File: config.mk
export PLATFORM = sky130hd
export DESIGN_NAME = wreg_stack_core
export DESIGN_NICKNAME = d
export VERILOG_FILES = /design/src/rtl/wrsp_pkg.sv /design/src/rtl/wr_addr_former.sv /design/src/rtl/stack_plan.sv /design/src/rtl/wreg_stack_core.sv
export SDC_FILE = /design/constraint.sdc
export NUM_CORES = 1
export LEC_CHECK = 0
export ABC_AREA = 1
export BUFFER_PORTS_ARGS = -buffer_cell sky130_fd_sc_hd__buf_2
export CAP_MARGIN = 20
export CORE_UTILIZATION = 58
export CTS_BUF_LIST = sky130_fd_sc_hd__clkbuf_16
export DETAILED_ROUTE_END_ITERATION = 6
export GPL_TIMING_DRIVEN = 0
export PLACE_DENSITY = 0.82
export SYNTH_ARGS = -nofsm -noshare
export SYNTH_HDL_FRONTEND = slang
export SYNTH_HIERARCHICAL = 1
export SYNTH_SLANG_ARGS = --single-unit
File: constraint.sdc
create_clock -name sys_clk -period 4.9 [get_ports sys_clk]
set_clock_uncertainty 0.1 [all_clocks]
set_input_delay 0.245 -clock sys_clk [delete_from_list [all_inputs] [get_ports sys_clk]]
set_output_delay 0.245 -clock sys_clk [all_outputs]
set_load 0.02 [all_outputs]
File: src/rtl/wrsp_pkg.sv
// Shared constants and types for working-register addressing and the system stack.
package wrsp_pkg;
  localparam int AXI_AW = 12;

  // Register indices; the bus byte address is four times the index.
  localparam logic [7:0] IDX_SLICE_A = 8'hD6;
  localparam logic [7:0] IDX_SLICE_B = 8'hD7;
  localparam logic [7:0] IDX_SP_HI   = 8'hD8;
  localparam logic [7:0] IDX_SP_LO   = 8'hD9;
  localparam logic [AXI_AW-1:0] ADDR_SLICE_A = {2'h0, IDX_SLICE_A, 2'h0};
  localparam logic [AXI_AW-1:0] ADDR_SLICE_B = {2'h0, IDX_SLICE_B, 2'h0};
  localparam logic [AXI_AW-1:0] ADDR_SP_HI   = {2'h0, IDX_SP_HI, 2'h0};
  localparam logic [AXI_AW-1:0] ADDR_SP_LO   = {2'h0, IDX_SP_LO, 2'h0};

  localparam logic [7:0] SLICE_A_RST = 8'hC0;
  localparam logic [7:0] SLICE_B_RST = 8'hC8;
  localparam logic [3:0] ESC_NIBBLE  = 4'hC;
  localparam int         SEL_BIT     = 3;
  localparam int         OFS_W       = 3;
  localparam logic [1:0] RESP_OKAY   = 2'h0;
  localparam logic [1:0] RESP_SLVERR = 2'h2;

  typedef enum logic [3:0] {
    op_push                = 4'h0,
    op_pop                 = 4'h1,
    op_call                = 4'h2,
    subroutine_exit_op     = 4'h3,
    interrupt_entry_op     = 4'h4,
    interrupt_exit_op      = 4'h5,
    user_push_incrementing = 4'h6,
    user_push_decrementing = 4'h7,
    user_pop_incrementing  = 4'h8,
    user_pop_decrementing  = 4'h9
  } stack_op_t;

  typedef enum logic [3:0] {
    st_idle = 4'b0001,
    st_push = 4'b0010,
    st_pop  = 4'b0100,
    st_fin  = 4'b1000
  } stack_state_t;

  typedef struct packed {
    logic       short_form;
    logic [7:0] operand;
  } opnd_req_t;

  typedef struct packed {
    stack_op_t  op;
    logic [15:0] pc;
    logic [7:0] flags;
    logic [7:0] data;
    logic [7:0] user_ptr;
  } stack_req_t;

  typedef struct packed {
    logic [15:0] pc;
    logic [7:0] flags;
    logic [7:0] data;
    logic [7:0] user_ptr;
  } stack_rsp_t;

  typedef struct packed {
    logic [1:0] count;
    logic       push;
    logic       user;
    logic       up;
  } stack_plan_t;

  typedef struct packed {
    logic       we;
    logic       re;
    logic [7:0] addr;
    logic [7:0] wdata;
  } rf_cmd_t;
endpackage

File: src/rtl/wr_addr_former.sv
// Combinational forming of a register-file address from an instruction operand.
`timescale 1ns/1ps
`default_nettype none
module wr_addr_former (
  input  wire logic [7:0]          slice_pointer_a,
  input  wire logic [7:0]          slice_pointer_b,
  input  wire wrsp_pkg::opnd_req_t req,
  output logic [7:0]               reg_addr
);
  function automatic logic [7:0] work_addr(input logic [3:0] nib,
                                           input logic [7:0] pa,
                                           input logic [7:0] pb);
    logic [7:0] ptr;
    ptr = nib[wrsp_pkg::SEL_BIT] ? pb : pa;
    return {ptr[7:wrsp_pkg::OFS_W], nib[wrsp_pkg::OFS_W-1:0]};
  endfunction

  wire logic is_esc = (req.operand[7:4] == wrsp_pkg::ESC_NIBBLE);

  assign reg_addr = (req.short_form || is_esc)
                  ? work_addr(req.operand[3:0], slice_pointer_a, slice_pointer_b)
                  : req.operand;
endmodule
`default_nettype wire

File: src/rtl/stack_plan.sv
// Decode of a stack operation into byte count, direction and pointer kind.
`timescale 1ns/1ps
`default_nettype none
module stack_plan (
  input  wire wrsp_pkg::stack_op_t   op,
  output var  wrsp_pkg::stack_plan_t plan
);
  always_comb begin
    plan = '0;
    case (op)
      wrsp_pkg::op_push:                plan = '{2'h1, 1'h1, 1'h0, 1'h0};
      wrsp_pkg::op_pop:                 plan = '{2'h1, 1'h0, 1'h0, 1'h0};
      wrsp_pkg::op_call:                plan = '{2'h2, 1'h1, 1'h0, 1'h0};
      wrsp_pkg::subroutine_exit_op:     plan = '{2'h2, 1'h0, 1'h0, 1'h0};
      wrsp_pkg::interrupt_entry_op:     plan = '{2'h3, 1'h1, 1'h0, 1'h0};
      wrsp_pkg::interrupt_exit_op:      plan = '{2'h3, 1'h0, 1'h0, 1'h0};
      wrsp_pkg::user_push_incrementing: plan = '{2'h1, 1'h1, 1'h1, 1'h1};
      wrsp_pkg::user_push_decrementing: plan = '{2'h1, 1'h1, 1'h1, 1'h0};
      wrsp_pkg::user_pop_incrementing:  plan = '{2'h1, 1'h0, 1'h1, 1'h1};
      wrsp_pkg::user_pop_decrementing:  plan = '{2'h1, 1'h0, 1'h1, 1'h0};
      default:                          plan = '0;
    endcase
  end
endmodule
`default_nettype wire

File: src/rtl/wreg_stack_core.sv
// Working-register address forming, system and user stack engine, AXI4-Lite registers.
// Contract
// - operand bit 3 picks slice pointer a or b.
// - pointer upper five bits form address top.
// - operand low three bits form address bottom.
// - escape nibble 1100B means working-register reference.
// - escaped form uses bit 3 to pick pointer.
// - push decrements pointer, then writes byte.
// - pop reads byte, then increments pointer.
// - pointer always addresses current stack top.
// - call saves counter, return restores it.
// - interrupt pushes counter and flags; exit pops.
// - pointer high byte at D8H, low D9H.
// - reset leaves stack pointer undefined.
// - low byte wrap carries into high byte.
// - four user stack push and pop operations.
// - plain addressing uses full address, no pointer.
// - slice pointers readable and writable at D6H/D7H.
// - reset selects slices C0H and C8H.
`timescale 1ns/1ps
`default_nettype none
module wreg_stack_core (
  input  wire logic                    sys_clk,
  input  wire logic                    arst_n,
  input  wire logic [11:0]             awaddr,
  input  wire logic                    awvalid,
  output logic                         awready,
  input  wire logic [31:0]             wdata,
  input  wire logic [3:0]              wstrb,
  input  wire logic                    wvalid,
  output logic                         wready,
  output logic [1:0]                   bresp,
  output logic                         bvalid,
  input  wire logic                    bready,
  input  wire logic [11:0]             araddr,
  input  wire logic                    arvalid,
  output logic                         arready,
  output logic [31:0]                  rdata,
  output logic [1:0]                   rresp,
  output logic                         rvalid,
  input  wire logic                    rready,
  input  wire logic                    opnd_valid,
  input  wire wrsp_pkg::opnd_req_t     opnd,
  output logic                         addr_valid,
  output logic [7:0]                   reg_addr,
  input  wire logic                    stack_valid,
  output logic                         stack_ready,
  input  wire wrsp_pkg::stack_req_t    stack_req,
  output logic                         stack_done,
  output var wrsp_pkg::stack_rsp_t     stack_rsp,
  output var wrsp_pkg::rf_cmd_t        rf_cmd,
  input  wire logic [7:0]              rf_rdata
);

  function automatic logic [3:0] map_sel(input logic [11:0] a);
    return {a == wrsp_pkg::ADDR_SP_LO, a == wrsp_pkg::ADDR_SP_HI,
            a == wrsp_pkg::ADDR_SLICE_B, a == wrsp_pkg::ADDR_SLICE_A};
  endfunction

  logic [7:0]  slice_pointer_a;
  logic [7:0]  slice_pointer_b;
  logic [15:0] system_stack_pointer;
  wire logic [7:0] stack_pointer_high_byte = system_stack_pointer[15:8];
  wire logic [7:0] stack_pointer_low_byte  = system_stack_pointer[7:0];

  // Operand address path.
  logic [7:0] next_reg_addr;

  wr_addr_former u_addr (
    .slice_pointer_a (slice_pointer_a),
    .slice_pointer_b (slice_pointer_b),
    .req             (opnd),
    .reg_addr        (next_reg_addr)
  );

  always_ff @(posedge sys_clk or negedge arst_n) begin
    if (!arst_n) begin
      addr_valid <= 1'b0;
      reg_addr   <= 8'h00;
    end else begin
      addr_valid <= opnd_valid;
      if (opnd_valid) begin
        reg_addr <= next_reg_addr;
      end
    end
  end

  // AXI4-Lite write channel state.
  logic [11:0] aw_q;
  logic [7:0]  wd_q;
  logic        ws_q;

  wire logic       wr_fire = !awready && !wready && !bvalid;
  wire logic [3:0] wr_hit  = map_sel(aw_q);
  wire logic [3:0] wr_sel  = wr_hit & {4{wr_fire && ws_q}};
  wire logic [3:0] rd_sel  = map_sel(araddr);
  wire logic [7:0] rd_byte = ({8{rd_sel[0]}} & slice_pointer_a)
                           | ({8{rd_sel[1]}} & slice_pointer_b)
                           | ({8{rd_sel[2]}} & stack_pointer_high_byte)
                           | ({8{rd_sel[3]}} & stack_pointer_low_byte);

  always_ff @(posedge sys_clk or negedge arst_n) begin
    if (!arst_n) begin
      awready <= 1'b1;
      wready  <= 1'b1;
      bvalid  <= 1'b0;
      bresp   <= 2'h0;
      aw_q    <= 12'h000;
      wd_q    <= 8'h00;
      ws_q    <= 1'b0;
    end else begin
      if (awvalid && awready) begin
        aw_q    <= awaddr;
        awready <= 1'b0;
      end
      if (wvalid && wready) begin
        wd_q   <= wdata[7:0];
        ws_q   <= wstrb[0];
        wready <= 1'b0;
      end
      if (wr_fire) begin
        bvalid <= 1'b1;
        bresp  <= (|wr_hit) ? wrsp_pkg::RESP_OKAY : wrsp_pkg::RESP_SLVERR;
      end
      if (bvalid && bready) begin
        bvalid  <= 1'b0;
        awready <= 1'b1;
        wready  <= 1'b1;
      end
    end
  end

  always_ff @(posedge sys_clk or negedge arst_n) begin
    if (!arst_n) begin
      arready <= 1'b1;
      rvalid  <= 1'b0;
      rdata   <= 32'h0000_0000;
      rresp   <= 2'h0;
    end else begin
      if (arvalid && arready) begin
        arready <= 1'b0;
        rvalid  <= 1'b1;
        rdata   <= {24'h00_0000, rd_byte};
        rresp   <= (|rd_sel) ? wrsp_pkg::RESP_OKAY : wrsp_pkg::RESP_SLVERR;
      end
      if (rvalid && rready) begin
        rvalid  <= 1'b0;
        arready <= 1'b1;
      end
    end
  end

  always_ff @(posedge sys_clk or negedge arst_n) begin
    if (!arst_n) begin
      slice_pointer_a <= wrsp_pkg::SLICE_A_RST;
      slice_pointer_b <= wrsp_pkg::SLICE_B_RST;
    end else begin
      if (wr_sel[0]) begin
        slice_pointer_a <= wd_q;
      end
      if (wr_sel[1]) begin
        slice_pointer_b <= wd_q;
      end
    end
  end

  // Stack engine.
  wrsp_pkg::stack_state_t state;
  wrsp_pkg::stack_plan_t  plan;
  wrsp_pkg::stack_plan_t  cur;
  logic [1:0]  left;
  logic [23:0] shift;
  logic [7:0]  uptr;
  logic        rd_pend;

  stack_plan u_plan (
    .op   (stack_req.op),
    .plan (plan)
  );

  wire logic        accept    = stack_valid && stack_ready;
  wire logic        step_push = (state == wrsp_pkg::st_push);
  wire logic        step_pop  = (state == wrsp_pkg::st_pop);
  wire logic        sys_step  = (step_push || step_pop) && !cur.user;
  wire logic        last      = (left == 2'h1);
  wire logic [15:0] sp_dec    = system_stack_pointer - 16'h0001;
  wire logic [15:0] sp_inc    = system_stack_pointer + 16'h0001;
  wire logic [7:0]  uptr_step = cur.up ? uptr + 8'h01 : uptr - 8'h01;
  wire logic [7:0]  push_addr = cur.user ? uptr_step : sp_dec[7:0];
  wire logic [7:0]  pop_addr  = cur.user ? uptr : stack_pointer_low_byte;
  wire logic [23:0] load_val  =
      (stack_req.op == wrsp_pkg::interrupt_entry_op) ? {stack_req.flags, stack_req.pc} :
      (stack_req.op == wrsp_pkg::op_call) ? {8'h00, stack_req.pc} :
      {16'h0000, stack_req.data};

  // The pointer is data, not control, so it carries no reset value at all.
  // top kept, left unreset.
  always_ff @(posedge sys_clk) begin
    if (sys_step) begin
      system_stack_pointer <= step_push ? sp_dec : sp_inc;
    end else begin
      if (wr_sel[2]) begin
        system_stack_pointer[15:8] <= wd_q;
      end
      if (wr_sel[3]) begin
        system_stack_pointer[7:0] <= wd_q;
      end
    end
  end

  always_ff @(posedge sys_clk or negedge arst_n) begin
    if (!arst_n) begin
      state       <= wrsp_pkg::st_idle;
      stack_ready <= 1'b1;
      stack_done  <= 1'b0;
      stack_rsp   <= '0;
      rf_cmd      <= '0;
      cur         <= '0;
      left        <= 2'h0;
      shift       <= 24'h00_0000;
      uptr        <= 8'h00;
      rd_pend     <= 1'b0;
    end else begin
      stack_done <= 1'b0;
      rf_cmd.we  <= 1'b0;
      rf_cmd.re  <= 1'b0;
      rd_pend    <= rf_cmd.re;
      if (rd_pend) begin
        shift <= {shift[15:0], rf_rdata};
      end
      case (state)
        wrsp_pkg::st_idle: begin
          if (accept) begin
            cur         <= plan;
            left        <= plan.count;
            shift       <= load_val;
            uptr        <= stack_req.user_ptr;
            stack_ready <= 1'b0;
            state       <= plan.push ? wrsp_pkg::st_push : wrsp_pkg::st_pop;
          end
        end
        wrsp_pkg::st_push: begin
          rf_cmd.we    <= 1'b1;
          rf_cmd.addr  <= push_addr;
          rf_cmd.wdata <= shift[7:0];
          shift        <= {8'h00, shift[23:8]};
          uptr         <= cur.user ? uptr_step : uptr;
          left         <= left - 2'h1;
          if (last) begin
            state <= wrsp_pkg::st_fin;
          end
        end
        wrsp_pkg::st_pop: begin
          rf_cmd.re   <= 1'b1;
          rf_cmd.addr <= pop_addr;
          uptr        <= cur.user ? uptr_step : uptr;
          left        <= left - 2'h1;
          if (last) begin
            state <= wrsp_pkg::st_fin;
          end
        end
        wrsp_pkg::st_fin: begin
          if (!rf_cmd.re && !rd_pend) begin
            state       <= wrsp_pkg::st_idle;
            stack_ready <= 1'b1;
            stack_done  <= 1'b1;
            stack_rsp   <= '{shift[15:0], shift[23:16], shift[7:0], uptr};
          end
        end
        default: begin
          state <= wrsp_pkg::st_idle;
        end
      endcase
    end
  end

  wire logic [7:0] exp_a   = {slice_pointer_a[7:3], opnd.operand[2:0]};
  wire logic [7:0] exp_w   = opnd.operand[3]
                           ? {slice_pointer_b[7:3], opnd.operand[2:0]} : exp_a;
  wire logic [7:0] op_byte = opnd.operand;
  wire logic       op_esc  = (opnd.operand[7:4] == wrsp_pkg::ESC_NIBBLE);
  wire logic       is_op   = accept;
  wire logic [3:0] req_op  = stack_req.op;
endmodule
`default_nettype wire

==> impl_metrics.json, run 1 <==
{
  "cp_slowest_cell": "dfrtp_1",
  "ys_seq_area_share_pct": 46.30,
  "synth_cell_type_count": 49,
  "start_util_pct": 59.31,
  "die_h_um": 129.2,
  "worst_skew_pair.late_latency_ns": 0.44,
  "post_cts_buffers": 0,
  "hold_class": "input pin to register",
  "pwr-share-comb_pct": 45.3,
  "p_sw_share_pct": 42.77,
  "route.vias.total": 9025,
  "io_pins": 240,
  "htree_levels": 4,
  "critical_path_class": "register to register",
  "cts_resized": 0,
  "grt_pass1_vias": 8793,
  "globalRouteOverflowTotal": 0,
  "hold_viol_final": 0,
  "finalSetupTns_ns": 0,
  "rsz0062_at_grt": "false",
  "syn_avg_cell_area_sq_um": 7.896,
  "tritoncts.num_buffers": 17,
  "holdBufCountCts": 50,
  "internal_power_w": 0.003957,
  "power_density_nw_per_um2": 584.5,
  "async_flop_share_pct": 90.59,
  "final_cells": 1697,
  "start_kind": "register",
  "clock-sinks": 170,
  "critPathMostFrequentCell": "inv_4",
  "layout-drive-gt1-share_pct": 23.36,
  "cts_root_buffer": "clkbuf_16",
  "drt-vias-per-instance": 5.318,
  "finalCritPeriodShare_pct": 48.29,
  "endpoint_kind": "register",
  "clkPwrFrac_pct": 20.7,
  "arrival_ns": 2.40,
  "fin_util_pct": 74.74,
  "dp.cells": 1615,
  "final_antenna_net_count": 0,
  "clk_pin_slew_ns": 0.06,
  "cp_cell_sequence": "nor2_2 > nand3_2 > nand2_4 > inv_4 > nor2_8 > inv_4 > buf_6 > o21ai_0 > buf_2",
  "power.leakage_nw": 5.942,
  "hold_ws_ns": 0.001999,
  "nets": 1610,
  "post_drt_wl_per_cell_um": 15.25,
  "dr.pass1.iters": 5,
  "maxCapViolCount": 0,
  "antenna_found_initial": 0,
  "clock.fmax_ghz": 0.4226,
  "dieArea_sq_um": 16700,
  "slew_viol_final": 0,
  "dr.first_iter.drc_count": 767,
  "pwr-share-seq_pct": 34.1,
  "ys_warn_count": 6,
  "place.gp.congestion": 0.9266,
  "drt-total-wl_um": 25870,
  "worstMarginPinSlew_ns": 0.6139,
  "cts_buffer_depth": 2,
  "finalSetupViolations": 0,
  "ir_drop_mv": 0.4245,
  "antennaDiodeCount": 0,
  "die_x_um": 129.2,
  "grt_start_max_net_pins": 92,
  "critPathMaxFanout": 10,
  "required_ns": 4.93,
  "total_power_w": 0.006914,
  "fin_crit_ns": 2.366,
  "netlist_area_sq_um": 9388,
  "ys_ff_latch": 170,
  "synth_edf_count": 16,
  "synthToLayoutAreaGrowth_pct": 26.00,
  "slew-limit-headroom_pct": 58.64,
  "grt_pass1_wl_um": 42200,
  "switching_power_w": 0.002957,
  "synthCells": 1189,
  "outcome": "finished clean",
  "place_hpwl_um": 18590,
  "ys_dominant_reg_cell": "dfrtp_1",
  "slowest_delay_ns": 0.41,
  "std_cell_rows": 46,
  "drcViolationCount": 0,
  "io_buffers": 182,
  "cts_tree": "done",
  "fp.coreArea_sq_um": 15830,
  "grtUsageTotal_pct": 32.40
}
-- power by group through the flow --
stage / Clock [W] / Combinational (W) / Sequential, W
after floorplan: 0 / 0.00186 / 0.00260
after CTS: 0.00143 / 0.00310 / 0.00235
after global routing: 0.00149 / 0.00347 / 0.00241
final: 0.00143 / 0.00313 / 0.00235
after detailed placement: 0 / 0.00304 / 0.00236
after global placement: 0 / 0.00295 / 0.00235
-- final timing paths --
kind	startpoint	end	slack (ns)	cells past startpoint
min in group asynchronous	arst_n	stack_rsp[39]	0.27	2
hold / removal	stack_req[9]	shift[1]	0.002	3
setup reg to reg	state[1]	system_stack_pointer[5]	2.53	9
setup / recovery	state[1]	system_stack_pointer[5]	2.53	9
max in group asynchronous	arst_n	arready	3.53	3
hold reg to reg	rf_cmd[16]	rd_pend	0.37	0
-- flip-flops by register name (all words and copies together), names as in the netlist, 4 cells and up --
register,cells
uptr,8
shift,24
rdata,8
state,4
aw_q,12
slice_pointer_b,8
wd_q,8
system_stack_pointer,16
stack_rsp,32
reg_addr,8
rf_cmd,18
slice_pointer_a,8
-- cell usage after synthesis (2+ instances only) --
master	n	share of area, %
inv_1	102	4.1
xor2_1	6	0.56
o21ai_2	7	0.65
clkinv_1	3	0.12
o21ai_1	29	1.5
buf_4	43	3.4
nor3_2	2	0.21
xnor2_1	3	0.28
inv_4	2	0.13
dfstp_2	10	2.8
o211ai_1	21	1.7
ha_1	11	1.5
nand2_2	2	0.13
o21ai_0	84	4.5
a211oi_1	2	0.16
buf_2	16	0.85
or2_2	3	0.20
nand2_4	4	0.48
mux2_2	16	1.9
clkbuf_1	19	0.76
a21oi_1	37	2.0
dfrtp_1	144	38
nand4_1	21	1.4
buf_6	5	0.60
nor2_2	5	0.33
nand2_1	317	13
o21a_1	8	0.64
nor3_1	4	0.21
nor2_1	115	4.6
nand3_1	97	5.2
nor2_4	2	0.24
inv_2	10	0.40
edfxtp_1	16	5.1
o22ai_1	8	0.53
-- cell type report --
cell class,instances,area [sq um]
buffer,83,530.5
clock buffer,17,425.4
clock inverter,15,196.4
fill,1175,3999
inverter,117,444.2
multi-input combinational,844,4160
sequential,170,4347
tap,216,270.3
timing repair buffer,235,1455
-- placed cells by master (no fill, tap or decap), drive strengths merged, types with 6 or more instances in the layout --
master | synthesis | layout
a21oi | 37 | 37
nand4 | 21 | 21
o21ai | 120 | 120
nand3 | 99 | 99
o21a | 8 | 8
nor3 | 7 | 7
xor2 | 6 | 6
nor2 | 123 | 123
clkbuf | 19 | 36
dlygate4sd3 | 0 | 50
ha | 11 | 11
mux2 | 16 | 16
dfstp | 10 | 10
o22ai | 8 | 8
edfxtp | 16 | 16
o211ai | 21 | 21
inv | 114 | 119
clkinv | 3 | 7
dfrtp | 144 | 144
nand2 | 324 | 324
conb | 1 | 26
buf | 64 | 249
-- routing by layer --
| metal | routed length, um | up-vias | share of wire [%] | GRT usage [%] |
|---|---|---|---|---|
| li1 | - | 4383 | - | - |
| met1 | 10690 | 4199 | 41 | 41.24 |
| met2 | 12790 | 391 | 49 | 54.59 |
| met3 | 1764 | 52 | 6.8 | 6.813 |
| met4 | 623 | 0 | 2.4 | 12.04 |
| met5 | 0 | - | 0 | 0 |
-- cells by family after synthesis --
group,synth area share [%]
compound gates,11.98
simple gates,26.86
fa+ha+maj,1.679
xor+xnor,0.8397
flops,46.30
mux,1.919
buf+inv,10.38
other cells,0.03995
-- critical path: cells and delay by family (launching register included) --
family                 cells  cell delay [ns]
AO/OA/AOI/OAI              1             0.24
buffers and inverters      4             0.64
AND/OR/NAND/NOR            4             0.67
flip-flops                 1             0.41
-- through the flow --
stage	setup slack (ns)	instance area [sq um]
after floorplan	2.908	9482
after global placement	1.252	10660
after detailed placement	2.560	10710
after CTS	2.545	11830
after global routing	2.441	11830
final	2.534	11830
Note: power is estimated with default switching activity, not from simulation.
==> run 2: changes to the inputs <==
--- a/config.mk
+++ b/config.mk
@@ -8,11 +8,11 @@
 export ABC_AREA = 1
 export BUFFER_PORTS_ARGS = -buffer_cell sky130_fd_sc_hd__buf_2
 export CAP_MARGIN = 20
-export CORE_UTILIZATION = 58
+export CORE_UTILIZATION = 54
 export CTS_BUF_LIST = sky130_fd_sc_hd__clkbuf_16
 export DETAILED_ROUTE_END_ITERATION = 6
 export GPL_TIMING_DRIVEN = 0
-export PLACE_DENSITY = 0.82
+export PLACE_DENSITY = 0.77
 export SYNTH_ARGS = -nofsm -noshare
 export SYNTH_HDL_FRONTEND = slang
 export SYNTH_HIERARCHICAL = 1
==> constraint.sdc (replaced) <==
create_clock -name sys_clk -period 2.5 [get_ports sys_clk]
set_clock_uncertainty 0.1 [all_clocks]
set_input_delay 0.125 -clock sys_clk [delete_from_list [all_inputs] [get_ports sys_clk]]
set_output_delay 0.125 -clock sys_clk [all_outputs]
set_load 0.02 [all_outputs]
==> run 2 against run 1 <==
  * Clock power grew 78%
  * Critical path type is now input pin to register
  * Combinational power grew 100%
  * Worst hold slack gained 0.057 ns
  * Largest cell class unchanged
==> impl_metrics.json, run 2 (same netlist as run 1, synthesis figures left out) <==
{
  "dp_slack_ns": 0.1813,
  "dr.pass1.iters": 6,
  "worst_skew_pair.late_latency_ns": 0.43,
  "post_drt_wl_per_cell_um": 15.41,
  "worst_r2r_startpoint": "state[1]",
  "finalCritPeriodShare_pct": 93.92,
  "clk_pin_slew_ns": 0.06,
  "largestRegisters": "stack_rsp: 32 flops, shift: 24 flops, rf_cmd: 18 flops",
  "top_register": "stack_rsp",
  "place_hpwl_um": 18950,
  "cts_root_buffer": "clkbuf_16",
  "ir_drop_mv": 0.7661,
  "die_h_um": 133.9,
  "globalRouteOverflowTotal": 0,
  "power.leakage_nw": 6.075,
  "finalSetupViolations": 0,
  "slowest_delay_ns": 0.56,
  "critPathMaxFanout": 10,
  "slew-limit-headroom_pct": 57.76,
  "antenna_found_initial": 0,
  "grt_pass1_vias": 8980,
  "route.vias.total": 9088,
  "antennaDiodeCount": 0,
  "post_cts_buffers": 0,
  "regToRegEndpoint": "system_stack_pointer[0]",
  "r2r_setup_slack_ns": 0.16,
  "outcome": "finished clean",
  "dr.first_iter.drc_count": 693,
  "maxCapViolCount": 0,
  "rsz0062_at_grt": "false",
  "start_kind": "input pin",
  "fin_crit_ns": 2.348,
  "required_ns": 2.77,
  "die_x_um": 133.9,
  "io_pins": 240,
  "final_cell_mix": "nand2_1 (317), buf_2 (199), dfrtp_1 (144)",
  "synthToLayoutAreaGrowth_pct": 28.75,
  "reg2regPathDepth": 9,
  "grt_pass1_wl_um": 43190,
  "worstMarginPinSlew_ns": 0.6336,
  "critical_path_class": "input pin to register",
  "hold_start": "araddr[2]",
  "hold_depth": 5,
  "hold_ws_ns": 0.05880,
  "arrival_ns": 2.62,
  "slew_viol_final": 0,
  "hold_class": "input pin to register",
  "cts_tree": "done",
  "drcViolationCount": 0,
  "power_density_nw_per_um2": 1112,
  "htree_levels": 4,
  "cts_buffer_depth": 2,
  "cp_cell_sequence": "dlygate4sd3_1 > buf_2 > nor2_1 > nand2_1 > nand2_1 > buf_4 > o21ai_0 > o21ai_1 > dlygate4sd3_1",
  "layout-drive-gt1-share_pct": 22.82,
  "endpoint_kind": "register",
  "layout_commonest_cell": "nand2_1",
  "clock-sinks": 170,
  "setup_ws_ns": 0.1520,
  "grtUsageTotal_pct": 30.91,
  "nets": 1641,
  "std_cell_rows": 47,
  "tritoncts.num_buffers": 17,
  "grt_start_max_net_pins": 90,
  "start_util_pct": 56.01,
  "final_antenna_net_count": 0,
  "io_buffers": 182,
  "hold_viol_final": 0,
  "cp_slowest_cell": "dlygate4sd3_1",
  "drt-total-wl_um": 26680,
  "largest_reg_flops": 32,
  "drt-vias-per-instance": 5.247,
  "fp.coreArea_sq_um": 16760,
  "place.gp.congestion": 0.9152,
  "clock.fmax_ghz": 0.4259,
  "hold-path-endpoint": "rdata[6]",
  "dieArea_sq_um": 17920
}
==> run 2: worst max path at each step <==
stage | start | end | slack [ns] | cells after the start
2_1_floorplan | bvalid | system_stack_pointer[0] | 0.51 | 5
3_3_place_gp | arst_n | rvalid | -1.03 | 1
3_5_place_dp | state[1] | system_stack_pointer[4] | 0.18 | 9
4_1_cts | stack_req[43] | shift[7] | 0.13 | 9
5_1_grt | stack_req[43] | shift[7] | 0.02 | 9
6_report | stack_req[43] | shift[7] | 0.15 | 9
==> run 2: through the flow <==
| stage | power (W) | cells | cell area [sq um] | utilization, % | TNS (ns) |
|---|---|---|---|---|---|
| finish | 0.01344 | 1732 | 12090 | 72.12 | 0 |
| global route | 0.01435 | 1732 | 12090 | 72.12 | 0 |
| floorplan | 0.008741 | 1214 | 9482 | - | 0 |
| detailed placement | 0.01060 | 1619 | 10710 | 63.91 | 0 |
| CTS | 0.01341 | 1732 | 12080 | 72.09 | 0 |
| global placement | 0.01042 | 1616 | 10670 | 63.65 | -147.18 |
==> run 2: metal layers <==
layer	share of wire [%]	GRT usage (%)	wire, um	vias to the layer above
met5	0	0	0	-
met4	2.4	12.31	646	0
met3	6.6	6.841	1755	52
met2	49	51.81	13140	387
met1	42	38.84	11140	4210
li1	-	-	-	4439
==> run 2: power by group <==
group,switching [W],internal [W]
logic,0.00397,0.00229
registers,0.000720,0.00391
clock network,0.00109,0.00146
total,0.00578,0.00766
==> run 2: layout make-up <==
| cell class | instances | area [sq um] |
|---|---|---|
| tap | 220 | 275.3 |
| buffer | 83 | 530.5 |
| sequential | 170 | 4347 |
| clock buffer | 17 | 425.4 |
| multi-input combinational | 844 | 4165 |
| fill | 1321 | 4673 |
| clock inverter | 15 | 133.9 |
| timing repair buffer | 266 | 1765 |
| inverter | 117 | 444.2 |
==> run 2: worst max-delay path: cells and delay by family <==
| kind | cells | cell delay [ns] |
|---|---|---|
| buffers and inverters | 4 | 1.48 |
| and+or+nand+nor | 3 | 0.77 |
| AOI/OAI and AO/OA | 2 | 0.24 |
==> run 2: timing repair <==
action,in CTS,in global routing
resized for setup,0,1
hold buffers,81,0
endpoints found under the hold margin,136,0
endpoints found under the setup margin,0,2
==> run 3: changes to the inputs <==
--- a/config.mk
+++ b/config.mk
@@ -12,6 +12,7 @@
 export CTS_BUF_LIST = sky130_fd_sc_hd__clkbuf_16
 export DETAILED_ROUTE_END_ITERATION = 6
 export GPL_TIMING_DRIVEN = 0
+export MAX_ROUTING_LAYER = met4
 export PLACE_DENSITY = 0.77
 export SYNTH_ARGS = -nofsm -noshare
 export SYNTH_HDL_FRONTEND = slang
==> run 3 against run 2 <==
  * Design area about the same
  * Worst hold slack got worse by 0.041 ns
  * Count of clock-buffer cells in the layout unchanged
  * Sequential power about the same
  * First-iteration DRC count increased by 4.0%
  * Via count unchanged
  * Clock power increased by 4%
  * Register-to-register slack got worse by 0.02 ns
  * Power increased by 0.42%
  * Critical endpoint unchanged
  * Largest cell class unchanged
  * Largest power group unchanged
  * Highest routed layer unchanged
==> impl_metrics.json, run 3 (same netlist as run 1, synthesis figures left out) <==
{
  "outcome": "finished clean",
  "worst_skew_pair.late_latency_ns": 0.44,
  "slew_viol_final": 0,
  "largestRegisters": "stack_rsp: 32 flops, shift: 24 flops, rf_cmd: 18 flops",
  "layout-drive-gt1-share_pct": 23.03,
  "cts_root_buffer": "clkbuf_16",
  "fp.coreArea_sq_um": 16760,
  "fin_crit_ns": 2.362,
  "layout_commonest_cell": "nand2_1",
  "antennaDiodeCount": 0,
  "power.leakage_nw": 6.071,
  "clock.fmax_ghz": 0.4234,
  "grt_pass1_wl_um": 43160,
  "io_pins": 240,
  "cp-startpoint": "stack_req[43]",
  "globalRouteOverflowTotal": 0,
  "grt_start_max_net_pins": 90,
  "dieArea_sq_um": 17920,
  "worst_r2r_startpoint": "state[1]",
  "post_drt_wl_per_cell_um": 15.30,
  "cts_buffer_depth": 2,
  "final_antenna_net_count": 0,
  "maxCapViolCount": 0,
  "hold_start": "stack_valid",
  "design_area_sq_um": 12090,
  "fillCellCount": 1339,
  "htree_levels": 4,
  "ir_drop_mv": 0.8517,
  "finalSetupViolations": 0,
  "drt-vias-per-instance": 5.250,
  "critical_path_class": "input pin to register",
  "drt-total-wl_um": 26480,
  "power_density_nw_per_um2": 1116,
  "clock-sinks": 170,
  "hold_viol_final": 0,
  "clk_pin_slew_ns": 0.07,
  "top_register": "stack_rsp",
  "drcViolationCount": 0,
  "worstMarginPinSlew_ns": 0.6476,
  "die_x_um": 133.9,
  "dr.pass1.iters": 5,
  "dp.cells": 1619,
  "rsz0062_at_grt": "false",
  "synthToLayoutAreaGrowth_pct": 28.79,
  "largest_reg_flops": 32,
  "finalCritPeriodShare_pct": 94.47,
  "nets": 1640,
  "critPathMaxFanout": 10,
  "tritoncts.num_buffers": 17,
  "required_ns": 2.77,
  "slew-limit-headroom_pct": 56.83,
  "start_util_pct": 56.01,
  "fin_util_pct": 72.14,
  "start_kind": "input pin",
  "antenna_found_initial": 0,
  "final_cell_mix": "nand2_1 (317), buf_2 (199), dfrtp_1 (144)",
  "std_cell_rows": 47,
  "io_buffers": 182,
  "cts_tree": "done",
  "grtUsageTotal_pct": 31.46,
  "die_h_um": 133.9,
  "place_area_sq_um": 10710,
  "hold_class": "input pin to register",
  "place.gp.congestion": 0.9260,
  "place_hpwl_um": 18720,
  "r2r_setup_slack_ns": 0.14,
  "dr.first_iter.drc_count": 721,
  "route.vias.total": 9088,
  "endpoint_kind": "register",
  "final_cells": 1731,
  "grt_pass1_vias": 8868,
  "arrival_ns": 2.63
}
[run 3: through the flow]
step                setup slack (ns)  power (W)  setup TNS, ns  hold slack [ns]
finish                        0.1381    0.01349              0          0.01811
global placement              -1.039    0.01043        -148.32           0.1450
floorplan                     0.5078   0.008741              0          -0.2706
detailed placement            0.1589    0.01058              0          0.06792
CTS                           0.1025    0.01345              0          0.01303
global route                 0.03402    0.01441              0          0.03933
[run 3: power by group]
| group | switching [W] | internal [W] |
|---|---|---|
| clock | 0.00116 | 0.00147 |
| sequential | 0.000709 | 0.00391 |
| combinational | 0.00395 | 0.00229 |
[run 3: final timing paths]
kind | endpoint | cells after the start
max in group asynchronous | slice_pointer_b[7] | 3
min in group asynchronous | stack_rsp[36] | 2
setup / recovery | shift[7] | 9
setup reg to reg | system_stack_pointer[4] | 9
hold reg to reg | rd_pend | 0
hold / removal | state[0] | 4
[run 3: layer usage]
layer | vias to the layer above | GRT usage, % | wire (um)
li1 | 4440 | - | -
met1 | 4236 | 40.40 | 11350
met2 | 351 | 50.09 | 12700
met3 | 61 | 4.989 | 1602
met4 | 0 | 12.31 | 819
met5 | - | - | 0
[run 3: critical path, stage by stage]
cell	delay [ns]
dlygate4sd3_1	0.53
buf_2	0.16
nor2_1	0.20
nand2_1	0.28
nand2_1	0.30
buf_4	0.23
o21ai_0	0.09
o21ai_1	0.14
dlygate4sd3_1	0.57
[run 3: what timing repair did]
item | in CTS | in global routing
hold buffers | 80 | 0
hold endpoints to repair | 133 | 0
setup endpoints to repair | 0 | 2
setup buffers | 0 | 0
resized for setup | 0 | 1
[run 3: cell type report]
| cell class | count | area [sq um] | share of cell area (%) |
|---|---|---|---|
| Buffer | 83 | 530.5 | 4.388 |
| Clock buffer | 17 | 425.4 | 3.519 |
| Clock inverter | 15 | 147.6 | 1.221 |
| Inverter | 117 | 444.2 | 3.674 |
| Multi-Input combinational cell | 844 | 4165 | 34.45 |
| Sequential cell | 170 | 4347 | 35.95 |
| Tap cell | 220 | 275.3 | 2.277 |
| Timing Repair Buffer | 265 | 1755 | 14.52 |
